**config.mk**
```make
export PLATFORM = sky130hd
export DESIGN_NAME = serial_char_display_cmd
export DESIGN_NICKNAME = d
export VERILOG_FILES = /design/src/logic/scd_pkg.sv /design/src/logic/serial_byte_link.sv /design/src/logic/lcd_nibble_writer.sv /design/src/logic/serial_char_display_cmd.sv
export VERILOG_INCLUDE_DIRS = /design/src /design/src/logic
export SDC_FILE = /design/constraint.sdc
export NUM_CORES = 2
export LEC_CHECK = 0
export ABC_AREA = 0
export BUFFER_PORTS_ARGS = -buffer_cell sky130_fd_sc_hd__buf_2
export CAP_MARGIN = 20
export CELL_PAD_IN_SITES_DETAIL_PLACEMENT = 1
export CELL_PAD_IN_SITES_GLOBAL_PLACEMENT = 2
export CORE_ASPECT_RATIO = 0.5
export CORE_UTILIZATION = 43
export CTS_BUF_LIST = sky130_fd_sc_hd__clkbuf_4 sky130_fd_sc_hd__clkbuf_8
export CTS_CLUSTER_SIZE = 8
export DETAILED_ROUTE_END_ITERATION = 8
export PLACE_DENSITY = 0.95
export SYNTH_ARGS = -nofsm -noshare
export SYNTH_HDL_FRONTEND = slang
export SYNTH_HIERARCHICAL = 1
export SYNTH_SLANG_ARGS = --single-unit
```
**constraint.sdc**
```tcl
create_clock -name aclk -period 6.2 [get_ports aclk]
set_clock_uncertainty 0.15 [all_clocks]
set_input_delay 0.62 -clock aclk [delete_from_list [all_inputs] [get_ports aclk]]
set_output_delay 0.62 -clock aclk [all_outputs]
set_load 0.02 [all_outputs]
```
**src/logic/scd_regs.svh**
```systemverilog
`ifndef SCD_REGS_SVH
`define SCD_REGS_SVH
// ==================================================
// Command bytes
`define PREFIX_BYTE 8'hfe
`define FUNC_DISPLAY 8'h07
`define SUB_INIT 8'h00
`define SUB_DATA 8'h01
`define SUB_INSTR 8'h02
`define SUB_TEXT 8'h03
`define SUB_BL_OFF 8'h04
`define SUB_BL_ON 8'h05
`define SUB_PORT 8'h06
`define TERM_BYTE 8'hff
`define ACK_BYTE 8'h55
// ==================================================
// Display ports and pin positions
`define PORT_A 2'h0
`define PORT_B 2'h1
`define PORT_C 2'h2
`define NUM_PORTS 3
`define PIN_RS 0
`define PIN_RW 1
`define PIN_E 2
`define PIN_BL 3
`define PIN_D_LO 4
`define PIN_D_HI 7
// ==================================================
// Text buffer and init sequence
`define BUF_DEPTH 64
`define BUF_AW 6
`define INIT_LEN 3'h6
// ==================================================
// Timing
`define CLK_MHZ 40
`define NS_PER_US 1000
`define E_PULSE_NS 500
`define WRITE_WAIT_US 2000
`define WR_CNT_W 24
`define BAUD_DIV_RST 16'h0412
`define DATA_LAST 3'h7
`define FRAME_LAST 4'h9
// ==================================================
// Register map (word index in address bits 3:2)
`define REG_IDX 3:2
`define REG_BAUD 2'h0
`define REG_STATUS 2'h1
`define RESP_OKAY 2'h0
`define RESP_SLVERR 2'h2
`endif

```
**src/logic/scd_pkg.sv**
```systemverilog
`include "scd_regs.svh"
package scd_pkg;
  // ==================================================
  // Carriers
  typedef struct packed {logic [3:0] nib; logic rs; logic e;} lcd_bus_t;
  typedef struct packed {logic valid; logic [7:0] data;} byte_stream_t;
  typedef struct packed {
    logic [3:0] awaddr; logic awvalid; logic [31:0] wdata; logic [3:0] wstrb; logic wvalid;
    logic bready; logic [3:0] araddr; logic arvalid; logic rready;
  } axil_req_t;
  typedef struct packed {
    logic awready; logic wready; logic [1:0] bresp; logic bvalid;
    logic arready; logic [31:0] rdata; logic [1:0] rresp; logic rvalid;
  } axil_rsp_t;
  typedef struct packed {
    logic [16:0] zero_hi; logic [6:0] text_count; logic busy; logic [1:0] port_sel;
    logic [1:0] zero_mid; logic [2:0] backlight;
  } status_t;
  // ==================================================
  // States
  typedef enum logic [1:0] {L_IDLE, L_START, L_DATA, L_STOP} link_phase_t;
  typedef enum logic [1:0] {W_IDLE, W_SETUP, W_EHI, W_WAIT} wr_phase_t;
  typedef enum logic [3:0] {S_PREFIX, S_FUNC, S_SUB, S_PARAM, S_INIT, S_WRITE, S_TEXT, S_DUMP, S_ACK,
    S_DRAIN} cmd_state_t;
  typedef struct packed {
    link_phase_t rph; logic [15:0] rcnt; logic [2:0] rbit; logic [7:0] rsh; byte_stream_t rx;
    logic tbusy; logic [15:0] tcnt; logic [3:0] tbit; logic [9:0] tsh; logic line;
  } link_st_t;
  typedef struct packed {
    wr_phase_t ph; logic lo; logic [7:0] byte_v; logic [`WR_CNT_W-1:0] cnt; lcd_bus_t lcd;
  } wr_st_t;
  typedef struct packed {
    cmd_state_t fsm; logic [7:0] sub; logic [7:0] arg; logic [1:0] sel; logic [2:0] bl;
    logic [`BUF_DEPTH-1:0][7:0] text; logic [`BUF_AW:0] cnt; logic [`BUF_AW:0] idx;
    logic [2:0] init_idx; logic drain; logic issued; logic [`NUM_PORTS-1:0][7:0] pins;
    logic [15:0] div; logic aw_held; logic [3:0] awaddr; logic w_held; logic [31:0] wdata;
    logic [3:0] wstrb; logic bvalid; logic [1:0] bresp; logic rvalid; logic [31:0] rdata; logic [1:0] rresp;
  } cmd_st_t;
endpackage

```
**src/logic/serial_byte_link.sv**
```systemverilog
`timescale 1ns/1ps
`include "scd_regs.svh"
module serial_byte_link (
  // Clock and reset
  input wire logic aclk,
  input wire logic aresetn,
  // Bit period in clock cycles
  input wire logic [15:0] div,
  // Serial pins
  input wire logic rx_line,
  output logic tx_line,
  // Byte side
  output scd_pkg::byte_stream_t rx,
  input wire logic tx_valid,
  input wire logic [7:0] tx_data,
  output logic tx_ready
);
  import scd_pkg::*;
  localparam link_st_t LINK_RST = '{rph: L_IDLE, line: 1'b1, default: '0};
  link_st_t st_ff;
  link_st_t nxt_st;

  // ==================================================
  // Receiver and transmitter; each bit counter is its own baud divider
  always_comb
  begin
    nxt_st = st_ff;
    nxt_st.rx.valid = 1'b0;
    nxt_st.rcnt = (st_ff.rcnt == '0) ? st_ff.rcnt : st_ff.rcnt - 16'h1;
    nxt_st.tcnt = (st_ff.tcnt == '0) ? st_ff.tcnt : st_ff.tcnt - 16'h1;
    unique case (st_ff.rph)
      L_IDLE:
        if (!rx_line)
        begin
          nxt_st.rph = L_START;
          nxt_st.rcnt = {1'b0, div[15:1]}; // Sample at mid bit
        end
      L_START:
        if (st_ff.rcnt == '0)
        begin
          nxt_st.rph = rx_line ? L_IDLE : L_DATA; // Glitch, not a start bit
          nxt_st.rcnt = div - 16'h1;
          nxt_st.rbit = '0;
        end
      L_DATA:
        if (st_ff.rcnt == '0)
        begin
          nxt_st.rsh = {rx_line, st_ff.rsh[7:1]};
          nxt_st.rcnt = div - 16'h1;
          nxt_st.rbit = st_ff.rbit + 3'h1;
          if (st_ff.rbit == `DATA_LAST) nxt_st.rph = L_STOP;
        end
      L_STOP:
        if (st_ff.rcnt == '0)
        begin
          nxt_st.rph = L_IDLE;
          nxt_st.rx.valid = rx_line; // A framing error drops the byte
          nxt_st.rx.data = st_ff.rsh;
        end
    endcase
    if (!st_ff.tbusy && tx_valid)
    begin
      nxt_st.tbusy = 1'b1;
      nxt_st.tsh = {1'b1, tx_data, 1'b0};
      nxt_st.tcnt = div - 16'h1;
      nxt_st.tbit = '0;
      nxt_st.line = 1'b0;
    end
    else if (st_ff.tbusy && st_ff.tcnt == '0)
    begin
      nxt_st.tsh = {1'b1, st_ff.tsh[9:1]};
      nxt_st.tcnt = div - 16'h1;
      nxt_st.tbit = st_ff.tbit + 4'h1;
      nxt_st.line = st_ff.tsh[1];
      if (st_ff.tbit == `FRAME_LAST)
      begin
        nxt_st.tbusy = 1'b0;
        nxt_st.line = 1'b1;
      end
    end
  end

  // State register
  always_ff @(posedge aclk)
  begin
    if (!aresetn) st_ff <= LINK_RST;
    else st_ff <= nxt_st;
  end

  assign rx = st_ff.rx;
  assign tx_line = st_ff.line;
  assign tx_ready = !st_ff.tbusy;
endmodule // serial_byte_link

```
**src/logic/lcd_nibble_writer.sv**
```systemverilog
`timescale 1ns/1ps
`include "scd_regs.svh"
module lcd_nibble_writer #(
  parameter int E_CYC = 20,
  parameter int WAIT_CYC = 80000
) (
  // Clock and reset
  input wire logic aclk,
  input wire logic aresetn,
  // Byte request
  input wire logic req_valid,
  input wire logic [7:0] req_byte,
  input wire logic req_rs,
  output logic req_ready,
  // Display side
  output scd_pkg::lcd_bus_t lcd
);
  import scd_pkg::*;
  localparam wr_st_t WR_RST = '{ph: W_IDLE, default: '0};
  localparam logic [`WR_CNT_W-1:0] E_LAST = `WR_CNT_W'(E_CYC - 1);
  localparam logic [`WR_CNT_W-1:0] W_LAST = `WR_CNT_W'(WAIT_CYC - 1);
  wr_st_t st_ff;
  wr_st_t nxt_st;

  // ==================================================
  // High nibble, low nibble, then a settle wait long enough for the slowest instruction
  always_comb
  begin
    nxt_st = st_ff;
    nxt_st.cnt = (st_ff.cnt == '0) ? st_ff.cnt : st_ff.cnt - `WR_CNT_W'(1);
    unique case (st_ff.ph)
      W_IDLE:
        if (req_valid)
        begin
          nxt_st.byte_v = req_byte;
          nxt_st.lcd.rs = req_rs;
          nxt_st.lcd.nib = req_byte[7:4];
          nxt_st.lo = 1'b0;
          nxt_st.cnt = E_LAST;
          nxt_st.ph = W_SETUP;
        end
      W_SETUP:
        if (st_ff.cnt == '0)
        begin
          nxt_st.lcd.e = 1'b1;
          nxt_st.cnt = E_LAST;
          nxt_st.ph = W_EHI;
        end
      W_EHI:
        if (st_ff.cnt == '0)
        begin
          nxt_st.lcd.e = 1'b0;
          nxt_st.lo = 1'b1;
          nxt_st.lcd.nib = st_ff.byte_v[3:0];
          nxt_st.cnt = st_ff.lo ? W_LAST : E_LAST;
          nxt_st.ph = st_ff.lo ? W_WAIT : W_SETUP;
        end
      W_WAIT:
        if (st_ff.cnt == '0) nxt_st.ph = W_IDLE;
    endcase
  end

  // State register
  always_ff @(posedge aclk)
  begin
    if (!aresetn) st_ff <= WR_RST;
    else st_ff <= nxt_st;
  end

  assign req_ready = (st_ff.ph == W_IDLE);
  assign lcd = st_ff.lcd;
endmodule // lcd_nibble_writer

```
**src/logic/serial_char_display_cmd.sv**
```systemverilog
`timescale 1ns/1ps
`include "scd_regs.svh"
// How it works
// - Commands start with byte 254, then group byte 7, sub-command, parameters.
// - Sub-command 0 sends a fixed init sequence leaving a blinking cursor home.
// - Sub-command 1 writes its parameter byte to the display as data.
// - Sub-command 2 writes its parameter byte unchanged as an instruction.
// - Init, data and instruction writes reply 85 when finished.
// - Sub-command 3 buffers text bytes until terminator 255, which is not stored.
// - The text buffer holds at most 64 characters.
// - A full buffer is written out at once; excess text bytes are dropped.
// - Buffered characters are paced; 85 follows the last one written.
// - Sub-command 4 switches the selected port's backlight off.
// - Backlights are off after reset.
// - Sub-command 5 switches the selected port's backlight on.
// - Backlight is data line 3 of the port, high means on.
// - Sub-command 6 with 0..2 routes later commands to port A, B or C.
// - Reset selects port C with three ports, port A with two.
// - Without port C, selecting value 2 is ignored.
// - Each port carries its own single display.
// - Displays are never read; the read/write line stays low.
// - Four-bit mode on seven lines; the eighth is backlight.
module serial_char_display_cmd #(
  parameter bit THREE_PORT = 1'b1,
  parameter int E_CYC = (`E_PULSE_NS * `CLK_MHZ + `NS_PER_US - 1) / `NS_PER_US,
  parameter int WAIT_CYC = `WRITE_WAIT_US * `CLK_MHZ
) (
  // Clock and reset
  input wire logic aclk,
  input wire logic aresetn,
  // Register bus
  input wire scd_pkg::axil_req_t axil_req,
  output scd_pkg::axil_rsp_t axil_rsp,
  // Serial link to the host
  input wire logic rx_line,
  output logic tx_line,
  // Display ports A, B, C
  output logic [7:0] port_a,
  output logic [7:0] port_b,
  output logic [7:0] port_c
);
  import scd_pkg::*;

  // ==================================================
  // Reset state
  localparam logic [1:0] SEL_RST = THREE_PORT ? `PORT_C : `PORT_A;
  localparam cmd_st_t CMD_RST = '{fsm: S_PREFIX, sel: SEL_RST, div: `BAUD_DIV_RST, default: '0};

  cmd_st_t st_ff;
  cmd_st_t nxt_st;
  byte_stream_t rx;
  lcd_bus_t lcd;
  logic tx_ready;
  logic tx_valid;
  logic wr_ready;
  logic wr_valid;
  logic wr_go;
  logic [7:0] wr_byte;
  logic wr_rs;
  status_t status;

  // ==================================================
  // Helpers
  // Fixed init: 8-bit wake, 4-bit switch, two lines, blinking cursor, clear, entry
  function automatic logic [7:0] init_byte(input logic [2:0] i);
    unique case (i)
      3'h0: init_byte = 8'h33;
      3'h1: init_byte = 8'h32;
      3'h2: init_byte = 8'h28;
      3'h3: init_byte = 8'h0f;
      3'h4: init_byte = 8'h01;
      default: init_byte = 8'h06;
    endcase
  endfunction

  function automatic logic port_ok(input logic [7:0] v);
    port_ok = (v == {6'h0, `PORT_A}) || (v == {6'h0, `PORT_B}) ||
      (v == {6'h0, `PORT_C} && THREE_PORT);
  endfunction

  function automatic logic is_term(input byte_stream_t b);
    is_term = b.valid && b.data == `TERM_BYTE;
  endfunction

  // ==================================================
  // Serial link and display writer
  serial_byte_link u_link (
    .aclk(aclk),
    .aresetn(aresetn),
    .div(st_ff.div),
    .rx_line(rx_line),
    .tx_line(tx_line),
    .rx(rx),
    .tx_valid(tx_valid),
    .tx_data(`ACK_BYTE),
    .tx_ready(tx_ready)
  );

  lcd_nibble_writer #(
    .E_CYC(E_CYC),
    .WAIT_CYC(WAIT_CYC)
  ) u_writer (
    .aclk(aclk),
    .aresetn(aresetn),
    .req_valid(wr_valid),
    .req_byte(wr_byte),
    .req_rs(wr_rs),
    .req_ready(wr_ready),
    .lcd(lcd)
  );

  // Writer request: one byte at a time, each paced by the writer's settle wait
  always_comb
  begin
    wr_valid = !st_ff.issued && (st_ff.fsm == S_INIT || st_ff.fsm == S_WRITE || st_ff.fsm == S_DUMP);
    wr_go = wr_valid && wr_ready;
    wr_rs = (st_ff.fsm == S_DUMP) || (st_ff.fsm == S_WRITE && st_ff.sub == `SUB_DATA);
    unique case (st_ff.fsm)
      S_INIT: wr_byte = init_byte(st_ff.init_idx);
      S_DUMP: wr_byte = st_ff.text[st_ff.idx[`BUF_AW-1:0]];
      default: wr_byte = st_ff.arg; // Passed on unmodified
    endcase
  end

  // Reply byte only leaves from the acknowledge state
  assign tx_valid = (st_ff.fsm == S_ACK);

  // Status word seen by software
  always_comb
  begin
    status = '0;
    status.text_count = st_ff.cnt;
    status.busy = (st_ff.fsm != S_PREFIX);
    status.port_sel = st_ff.sel;
    status.backlight = st_ff.bl;
  end

  // ==================================================
  // Next state
  always_comb
  begin
    nxt_st = st_ff;
    // Command parser; bytes in write and reply states are ignored
    unique case (st_ff.fsm)
      S_PREFIX:
        if (rx.valid && rx.data == `PREFIX_BYTE) nxt_st.fsm = S_FUNC;
      S_FUNC:
        if (rx.valid) nxt_st.fsm = (rx.data == `FUNC_DISPLAY) ? S_SUB : S_PREFIX;
      S_SUB:
        if (rx.valid)
        begin
          nxt_st.sub = rx.data;
          nxt_st.fsm = S_PREFIX;
          case (rx.data)
            `SUB_INIT:
            begin
              nxt_st.fsm = S_INIT;
              nxt_st.init_idx = '0;
            end
            `SUB_DATA, `SUB_INSTR, `SUB_PORT: nxt_st.fsm = S_PARAM;
            `SUB_TEXT:
            begin
              nxt_st.fsm = S_TEXT;
              nxt_st.cnt = '0;
              nxt_st.drain = 1'b0;
            end
            `SUB_BL_OFF: nxt_st.bl[st_ff.sel] = 1'b0; // No reply
            `SUB_BL_ON: nxt_st.bl[st_ff.sel] = 1'b1; // No reply
            default: nxt_st.fsm = S_PREFIX; // Unsupported sub-commands are dropped
          endcase
        end
      S_PARAM:
        if (rx.valid)
        begin
          nxt_st.arg = rx.data;
          nxt_st.fsm = S_WRITE;
          if (st_ff.sub == `SUB_PORT)
          begin
            nxt_st.fsm = S_PREFIX; // No reply
            if (port_ok(rx.data)) nxt_st.sel = rx.data[1:0];
          end
        end
      S_INIT:
        if (wr_go)
        begin
          nxt_st.init_idx = st_ff.init_idx + 3'h1;
          nxt_st.issued = (st_ff.init_idx == `INIT_LEN - 3'h1);
        end
      S_WRITE:
        if (wr_go) nxt_st.issued = 1'b1;
      S_TEXT:
        if (is_term(rx))
        begin
          nxt_st.fsm = S_DUMP; // Terminator is not stored
          nxt_st.idx = '0;
          nxt_st.issued = (st_ff.cnt == '0);
        end
        else if (rx.valid)
        begin
          nxt_st.text[st_ff.cnt[`BUF_AW-1:0]] = rx.data;
          nxt_st.cnt = st_ff.cnt + 7'h1;
          if (st_ff.cnt == 7'(`BUF_DEPTH - 1))
          begin
            nxt_st.fsm = S_DUMP; // Full: show now, drop the rest
            nxt_st.idx = '0;
            nxt_st.drain = 1'b1;
          end
        end
      S_DUMP:
        if (wr_go)
        begin
          nxt_st.idx = st_ff.idx + 7'h1;
          nxt_st.issued = (st_ff.idx + 7'h1 == st_ff.cnt);
        end
      S_ACK:
        if (tx_ready) nxt_st.fsm = st_ff.drain ? S_DRAIN : S_PREFIX;
      S_DRAIN:
        if (!st_ff.drain) nxt_st.fsm = S_PREFIX;
    endcase
    // Excess text after a full buffer is swallowed up to its terminator
    if (st_ff.drain && is_term(rx)) nxt_st.drain = 1'b0;
    // Last byte accepted and writer idle again: the display has finished
    if (st_ff.issued && wr_ready)
    begin
      nxt_st.issued = 1'b0;
      nxt_st.fsm = S_ACK;
    end

    // Port pins, one display per port; read/write line is always low
    for (int p = 0; p < `NUM_PORTS; p++)
    begin
      nxt_st.pins[p] = '0;
      nxt_st.pins[p][`PIN_BL] = st_ff.bl[p];
      if (st_ff.sel == 2'(p))
      begin
        nxt_st.pins[p][`PIN_RS] = lcd.rs;
        nxt_st.pins[p][`PIN_E] = lcd.e;
        nxt_st.pins[p][`PIN_D_HI:`PIN_D_LO] = lcd.nib;
      end
    end
    if (!THREE_PORT) nxt_st.pins[`PORT_C] = '0; // No port C

    // Register bus: address and data taken in either order
    if (axil_req.awvalid && axil_rsp.awready)
    begin
      nxt_st.aw_held = 1'b1;
      nxt_st.awaddr = axil_req.awaddr;
    end
    if (axil_req.wvalid && axil_rsp.wready)
    begin
      nxt_st.w_held = 1'b1;
      nxt_st.wdata = axil_req.wdata;
      nxt_st.wstrb = axil_req.wstrb;
    end
    if (st_ff.bvalid && axil_req.bready) nxt_st.bvalid = 1'b0;
    if (st_ff.aw_held && st_ff.w_held)
    begin
      nxt_st.aw_held = 1'b0;
      nxt_st.w_held = 1'b0;
      nxt_st.bvalid = 1'b1;
      nxt_st.bresp = `RESP_OKAY;
      if (st_ff.awaddr[`REG_IDX] == `REG_BAUD)
      begin
        if (st_ff.wstrb[0]) nxt_st.div[7:0] = st_ff.wdata[7:0];
        if (st_ff.wstrb[1]) nxt_st.div[15:8] = st_ff.wdata[15:8];
      end
      else if (st_ff.awaddr[`REG_IDX] != `REG_STATUS) nxt_st.bresp = `RESP_SLVERR;
    end

    // Register bus: reads answer one cycle after the address is taken
    if (st_ff.rvalid && axil_req.rready) nxt_st.rvalid = 1'b0;
    if (axil_req.arvalid && axil_rsp.arready)
    begin
      nxt_st.rvalid = 1'b1;
      nxt_st.rresp = `RESP_OKAY;
      nxt_st.rdata = '0;
      case (axil_req.araddr[`REG_IDX])
        `REG_BAUD: nxt_st.rdata = {16'h0, st_ff.div};
        `REG_STATUS: nxt_st.rdata = status;
        default: nxt_st.rresp = `RESP_SLVERR;
      endcase
    end
  end

  // ==================================================
  // State register; backlights clear and port selection defaults here
  always_ff @(posedge aclk)
  begin
    if (!aresetn) st_ff <= CMD_RST;
    else st_ff <= nxt_st;
  end

  // ==================================================
  // Outputs
  always_comb
  begin
    axil_rsp.awready = !st_ff.aw_held && !st_ff.bvalid;
    axil_rsp.wready = !st_ff.w_held && !st_ff.bvalid;
    axil_rsp.bresp = st_ff.bresp;
    axil_rsp.bvalid = st_ff.bvalid;
    axil_rsp.arready = !st_ff.rvalid;
    axil_rsp.rdata = st_ff.rdata;
    axil_rsp.rresp = st_ff.rresp;
    axil_rsp.rvalid = st_ff.rvalid;
  end

  assign port_a = st_ff.pins[`PORT_A];
  assign port_b = st_ff.pins[`PORT_B];
  assign port_c = st_ff.pins[`PORT_C];
endmodule // serial_char_display_cmd

```
======== Word-level counts from Yosys, hierarchy flattened ========
Cells that the tools add are included.
storage, ports and cells
  input port bits ......................... 52
  bits in read-only memories .............. 0
  RAM bits ................................ 0
  logic and storage cells ................. 385
  memories ................................ 0
  output and inout bits ................... 66
  bits in latches ......................... 0
  flip-flop bits (word level) ............. 787
cells by class
  bitwise gates (word level) .............. 5
  $add $sub $neg .......................... 9
  $mul .................................... 0
  muxes and demuxes ....................... 87
  $lt $le $gt $ge ......................... 5
  reduce and logical (&&, ||, !) cells .... 90
  equal/unequal tests ..................... 74
  shifts and indexed selects .............. 0
  divide/modulo/power cells ............... 0
operator list
  operator                                             count
  two-way mux 526 bit                                  1
  two-way mux 519 bit                                  1
  bitwise mux 512 bit                                  1
  case mux 24 bit (3 select lines)                     1
  two-way mux 32 bit                                   2
  binary-select mux 8 bit (select 6 bit)               1
  demux 8 bit (select 6 bit)                           1
  two-way mux 24 bit                                   2
  case mux 16 bit (3 select lines)                     1
  subtractor 16 x 1 -> 16 bit (second input constant)  3
  two-way mux 4 bit                                    11
  == test 8 x 3 -> 1 bit (second input constant)       5
  two-way mux 40 bit                                   1
  two-way mux 35 bit                                   1
  two-way mux 7 bit                                    5
  zero test 16 bit                                     2
  two-way mux 16 bit                                   2
  case mux 16 bit (2 select lines)                     1
  case mux 6 bit (5 select lines)                      1
  two-way mux 29 bit                                   1
  two-way mux 28 bit                                   1
  != test 2 x 1 -> 1 bit (second input constant)       14
  case mux 4 bit (7 select lines)                      1
  case mux 7 bit (2 select lines)                      2
  other kinds (68)                                     208

======== Depth between registers and ports, before layout ========
  word-level depth ........................ 8
  depth in mapped cells ................... 12
  depth with buffers taken out ............ 11

======== Modules after synthesis ========
Netlist, hierarchy kept.
modules (own cells, without submodules)
  module                   area each (um^2)  times used  sequential area each (um^2)  cells each
  serial_char_display_cmd  28,952.8          1           12,712.2                     3,317
  serial_byte_link         3,803.6           1           1,381.3                      456
  lcd_nibble_writer        1,918.1           1           740.7                        224

======== Worst setup path before layout ========
Ideal clock, no wire load.
  kind .................................... flip-flop to flip-flop
  from .................................... reg, netlist name st_ff[125]
  to ...................................... reg u_writer.st_ff (netlist bit u_writer/lcd[5])
  path slack .............................. 3,645 ps
  library setup time ...................... 132 ps
  buffers on the path ..................... 3
  data required time ...................... 5,918 ps
  arrival ................................. 2,272 ps
  clock period less this slack ............ 2,555 ps
  stages on the path, launching flop included .. 11
  cell sequence ........................... dfxtp_1 -> buf_2 -> buf_2 -> buf_2 -> mux4_2 -> mux2i_1 -> a21oi_1 -> a22oi_1 -> nand3_1 -> a22oi_1 -> a21oi_1
RTL lines
  element                 RTL line                 text
  end signal: assignment  lcd_nibble_writer.sv:67  else st_ff <= nxt_st;
  end: declaration        lcd_nibble_writer.sv:22  wr_st_t st_ff;

==> qor.log <==
qor: status.run_status complete, no violations
qor: yosys.synthXorXnorAreaFrac 1.54%
qor: power_and_ir_drop.p_per_area 305 mW/mm²
qor: power_and_ir_drop.sw_frac_of_total 30.8%
qor: power_and_ir_drop.irDropWorstVdd 0.000279 V
qor: yosys.syn-cell-area 0.0347 mm²
qor: timing.slew_headroom 26.3%
qor: route.drt_wl_total 113000 µm
qor: critical_path.critical-path-top-cell-by-count sky130_fd_sc_hd__buf_4
qor: critical_path.worst-endpoint-required 6.72 ns
qor: hold_path.hold_path_class primary input to flop
qor: yosys.yosys_register_bits 741
qor: timing.layout_worst_path_cycle_share 60.6%
qor: critical_path.critical_path.cell_chain nand2_1, nor3_2, buf_4, or4_4, buf_4, o21ai_1, a21oi_1
qor: yosys.syn_avg_cell_area 8.68 µm²
qor: route.detail-route-antenna-nets 0
qor: finish.area.growth.synth_to_final 8.49%
qor: critical_path.slowest_stage sky130_fd_sc_hd__dfxtp_4
qor: global_route.number_of_antenna_violations_at_the_first_check_in_global_routing 4
qor: route.detail_route.wl_per_cell 22.4 µm
qor: clock_tree.max-clock-path-buffers 3
qor: timing.max_freq 266 MHz
qor: power_and_ir_drop.power.share.combinational 18.5%
qor: clock_tree.post_cts.resized_instances 0
qor: yosys.dominantRegCellSynth sky130_fd_sc_hd__dfxtp_1
qor: global_route.first_global_vias 31206
qor: floorplanning.floorplan.die.width 404 µm
qor: clock_tree.clk_pin_slew 0.07 ns
qor: route.via_count 30346
qor: critical_path.critical-path-top-delay-family simple AND/OR/NAND/NOR gates
qor: power_and_ir_drop.p_int 7.95 mW
qor: critical_path.crit-reg2reg-capture st_ff[296]
qor: clock_tree.number_of_buffers_created_by_cts 113
qor: finish.finish.net_count 3953
qor: critical_path.path_max_fanout 76
qor: route.drt_iter0_markers 2861
qor: yosys.synth_edf_count 0
qor: route.drtPass1Iterations 6
qor: flow_run.max_cap_viols 0
qor: power_and_ir_drop.power.leakage 12.4 nW
qor: power_and_ir_drop.part_of_the_total_power_dissipated_in_sequential_elements 45.4%
qor: yosys.netlist-cell-type-count 98
qor: placement.gp_congestion 0.868
qor: critical_path.rrSetupSlack 2.44 ns
qor: placement.post_dp_hpwl 67800 µm
qor: timing.timing_worst_slew_pin_value 1.11 ns
qor: power_and_ir_drop.net-switching-power 3.54 mW
qor: critical_path.timing.critical_path.slowest_cell_delay 1.06 ns
qor: global_route.maximum_number_of_pins_on_one_net_before_global_route_repair 220
qor: floorplanning.top_level_ports 118
qor: critical_path.worst_r2r_startpoint u_link/rx[0]
qor: critical_path.timing.setup.critical_path_class flop to flop
qor: critical_path.critical_path.startpoint u_link/rx[0]
qor: floorplanning.die_height 203 µm
qor: yosys.synth-compound-area-share 15.5%
qor: finish.layout-drive-gt1-share 14.2%
qor: floorplanning.core_region_area 0.0796 mm²
qor: floorplanning.initial_utilization 43.5%
qor: clock_tree.clk_latency 0.76 ns
qor: yosys.synth-adder-area-share 0.650%
qor: critical_path.critical_path_cell_count 7
qor: critical_path.critical_path_arrival 4.28 ns
qor: yosys.asyncSetResetFlopFracSynth 0%
qor: floorplanning.die_area 0.0818 mm²
qor: yosys.main_combinational_cell_family_by_area_after_synthesis simple AND/OR/NAND/NOR gates
qor: critical_path.critPathLaunchType flop
qor: clock_tree.htree_num_levels 3
qor: yosys.yosys-mux-area-fraction 12.9%
qor: clock_tree.cts_num_sinks 741
qor: hold_path.min_path_cells 4
qor: timing.setup_viol_count_final 0
qor: timing.final.setup.tns 0 ns
qor: timing.finalHoldViolations 0
qor: timing.final.min_clock_period 3.76 ns
qor: clock_tree.cts_tree yes
qor: yosys.yosysWarnings 6
qor: yosys.synth_seq_area_share 42.8%
qor: clock_tree.clock_tree.root_cell sky130_fd_sc_hd__clkbuf_8
qor: critical_path.crit_path_end_kind flop
qor: power_and_ir_drop.clock_share_of_power 36.1%
qor: critical_path.crit_buf_inv 2
qor: hold_path.hold_path_end st_ff[79]
qor: floorplanning.row_count 73
qor: critical_path.ff2ff_path_depth 7
qor: timing.grt_setup_unrepaired false
qor: power_and_ir_drop.fin_total_pwr 11.5 mW
qor: yosys.syn-instance-count 3997
qor: route.drc 0
qor: route.post_drt_via_cell_ratio 6.02
qor: yosys.synth_simple_gate_area_share 20.6%
qor: placement.place.port_buffers 74
qor: timing.report.final.slew_viol_count 0
qor: global_route.first_pass_grt_wire_length 177000 µm
qor: global_route.grt_remaining_overflow 0
qor: hold_path.min_from axil_req[44]
qor: global_route.gr-usage-all-layers 27.1%
==> repair_timing <==
item	4_1_cts	5_1_grt
setup buffers	0	0
hold buffers	25	0
endpoints found under the hold margin	24	0
==> layout by cell type (no fill, tap or decap), types with 25 or more instances in the layout <==
master | netlist | final
sky130_fd_sc_hd__a21oi_1 | 574 | 574
sky130_fd_sc_hd__a22oi_1 | 40 | 40
sky130_fd_sc_hd__and2_1 | 33 | 33
sky130_fd_sc_hd__buf_2 | 50 | 74
sky130_fd_sc_hd__buf_4 | 89 | 52
sky130_fd_sc_hd__clkbuf_4 | 0 | 46
sky130_fd_sc_hd__clkbuf_8 | 0 | 133
sky130_fd_sc_hd__conb_1 | 2 | 29
sky130_fd_sc_hd__dfxtp_1 | 741 | 730
sky130_fd_sc_hd__dlygate4sd3_1 | 0 | 25
sky130_fd_sc_hd__inv_1 | 25 | 25
sky130_fd_sc_hd__mux2i_1 | 124 | 124
sky130_fd_sc_hd__mux4_2 | 135 | 135
sky130_fd_sc_hd__nand2_1 | 674 | 674
sky130_fd_sc_hd__nand3_1 | 324 | 324
sky130_fd_sc_hd__nor2_1 | 213 | 212
sky130_fd_sc_hd__nor3_1 | 41 | 38
sky130_fd_sc_hd__o21ai_0 | 105 | 105
sky130_fd_sc_hd__o21ai_1 | 134 | 134
sky130_fd_sc_hd__xnor2_1 | 37 | 37
==> power by group through the flow <==
stage	clock network [mW]	logic, mW	registers [mW]
6_report	4.14	2.13	5.22
3_5_place_dp	0	2.08	5.31
5_1_grt	4.41	2.34	5.25
4_1_cts	4.20	2.11	5.21
2_1_floorplan	0	1.69	5.22
3_3_place_gp	0	2.00	5.30
==> worst register-to-register path, cell delays in order (launching register included) <==
cell and delay (ns):
sky130_fd_sc_hd__dfxtp_4 1.06, sky130_fd_sc_hd__nand2_1 0.37, sky130_fd_sc_hd__nor3_2 0.26, sky130_fd_sc_hd__buf_4 0.25, sky130_fd_sc_hd__or4_4 0.71, sky130_fd_sc_hd__buf_4 0.53
sky130_fd_sc_hd__o21ai_1 0.17, sky130_fd_sc_hd__a21oi_1 0.19
==> synthesized netlist by cell type, drive strengths merged (18+ instances only) <==
cell type | n | area [µm²]
xnor2 | 37 | 324
mux4 | 135 | 3040
nand3 | 324 | 1620
ha | 18 | 225
or3 | 18 | 114
nand2 | 675 | 2540
inv | 26 | 97.6
a22oi | 40 | 300
dfxtp | 741 | 14800
a21oi | 575 | 2890
o21ai | 240 | 1200
mux2i | 124 | 1240
nor4 | 28 | 285
buf | 179 | 1140
a211oi | 23 | 173
nor3 | 42 | 215
nor2b | 20 | 125
clkbuf | 236 | 886
nor2 | 237 | 1150
xor2 | 24 | 210
and2 | 33 | 206
==> worst max-delay path by stage <==
stage                      endpoint
detailed placement       st_ff[296]
global placement         st_ff[419]
global route             st_ff[296]
floorplan           u_writer/lcd[5]
CTS                      st_ff[296]
finish                   st_ff[296]
==> metrics by stage <==
| stage | instance area [µm²] | std cells | hold slack, ns | util (%) | setup WS [ns] |
|---|---|---|---|---|---|
| after floorplan | 34800 | 4024 | 0.281 | - | 3.65 |
| after global routing | 37600 | 5042 | 0.183 | 47.2 | 2.30 |
| final | 37600 | 5042 | 0.143 | 47.2 | 2.44 |
| after global placement | 35100 | 4830 | 0.283 | 44.1 | 2.59 |
| after detailed placement | 35100 | 4830 | 0.297 | 44.1 | 2.53 |
| after CTS | 37600 | 5041 | 0.109 | 47.2 | 2.49 |
==> logic make-up (layout without fill, tap and decap cells) <==
kind of cell	after synthesis	count (layout)
xor gates and xnor gates	61	61
buffers and inverters	443	373
DFF	741	741
and+or+nand+nor	1487	1487
AOI/OAI and AO/OA	970	970
muxes	275	275
other	2	30
adders and majority gates	18	18
==> state kept, by name (all words and copies together) (netlist names), named ones only <==
signal          flops
port_b              7
st_ff             591
u_link/st_ff       59
u_link/tx_line      1
port_a              7
u_writer/st_ff     31
u_link/rx           9
u_writer/lcd        6
axil_rsp           20
port_c              7
==> area by class of cell <==
class / instances / area [µm²]
antenna: 1 / 2.50
fill: 9338 / 42000
tap: 1087 / 1360
clock buffer: 179 / 2180
multi-input combinational: 2840 / 17900
inverter: 28 / 113
timing repair buffer: 159 / 1170
clock inverter: 7 / 58.8
sequential: 741 / 14900
==> layer usage <==
metal,track usage (%),routed length (µm),vias to the layer above,part of all wire (%)
met5,0,13,-,0.012
met4,9.59,3180,2,2.8
met3,3.87,6620,227,5.9
met2,44.6,53400,915,47
met1,36.3,49800,15424,44
li1,-,-,13778,-
Power figures use the tool's default switching activity.
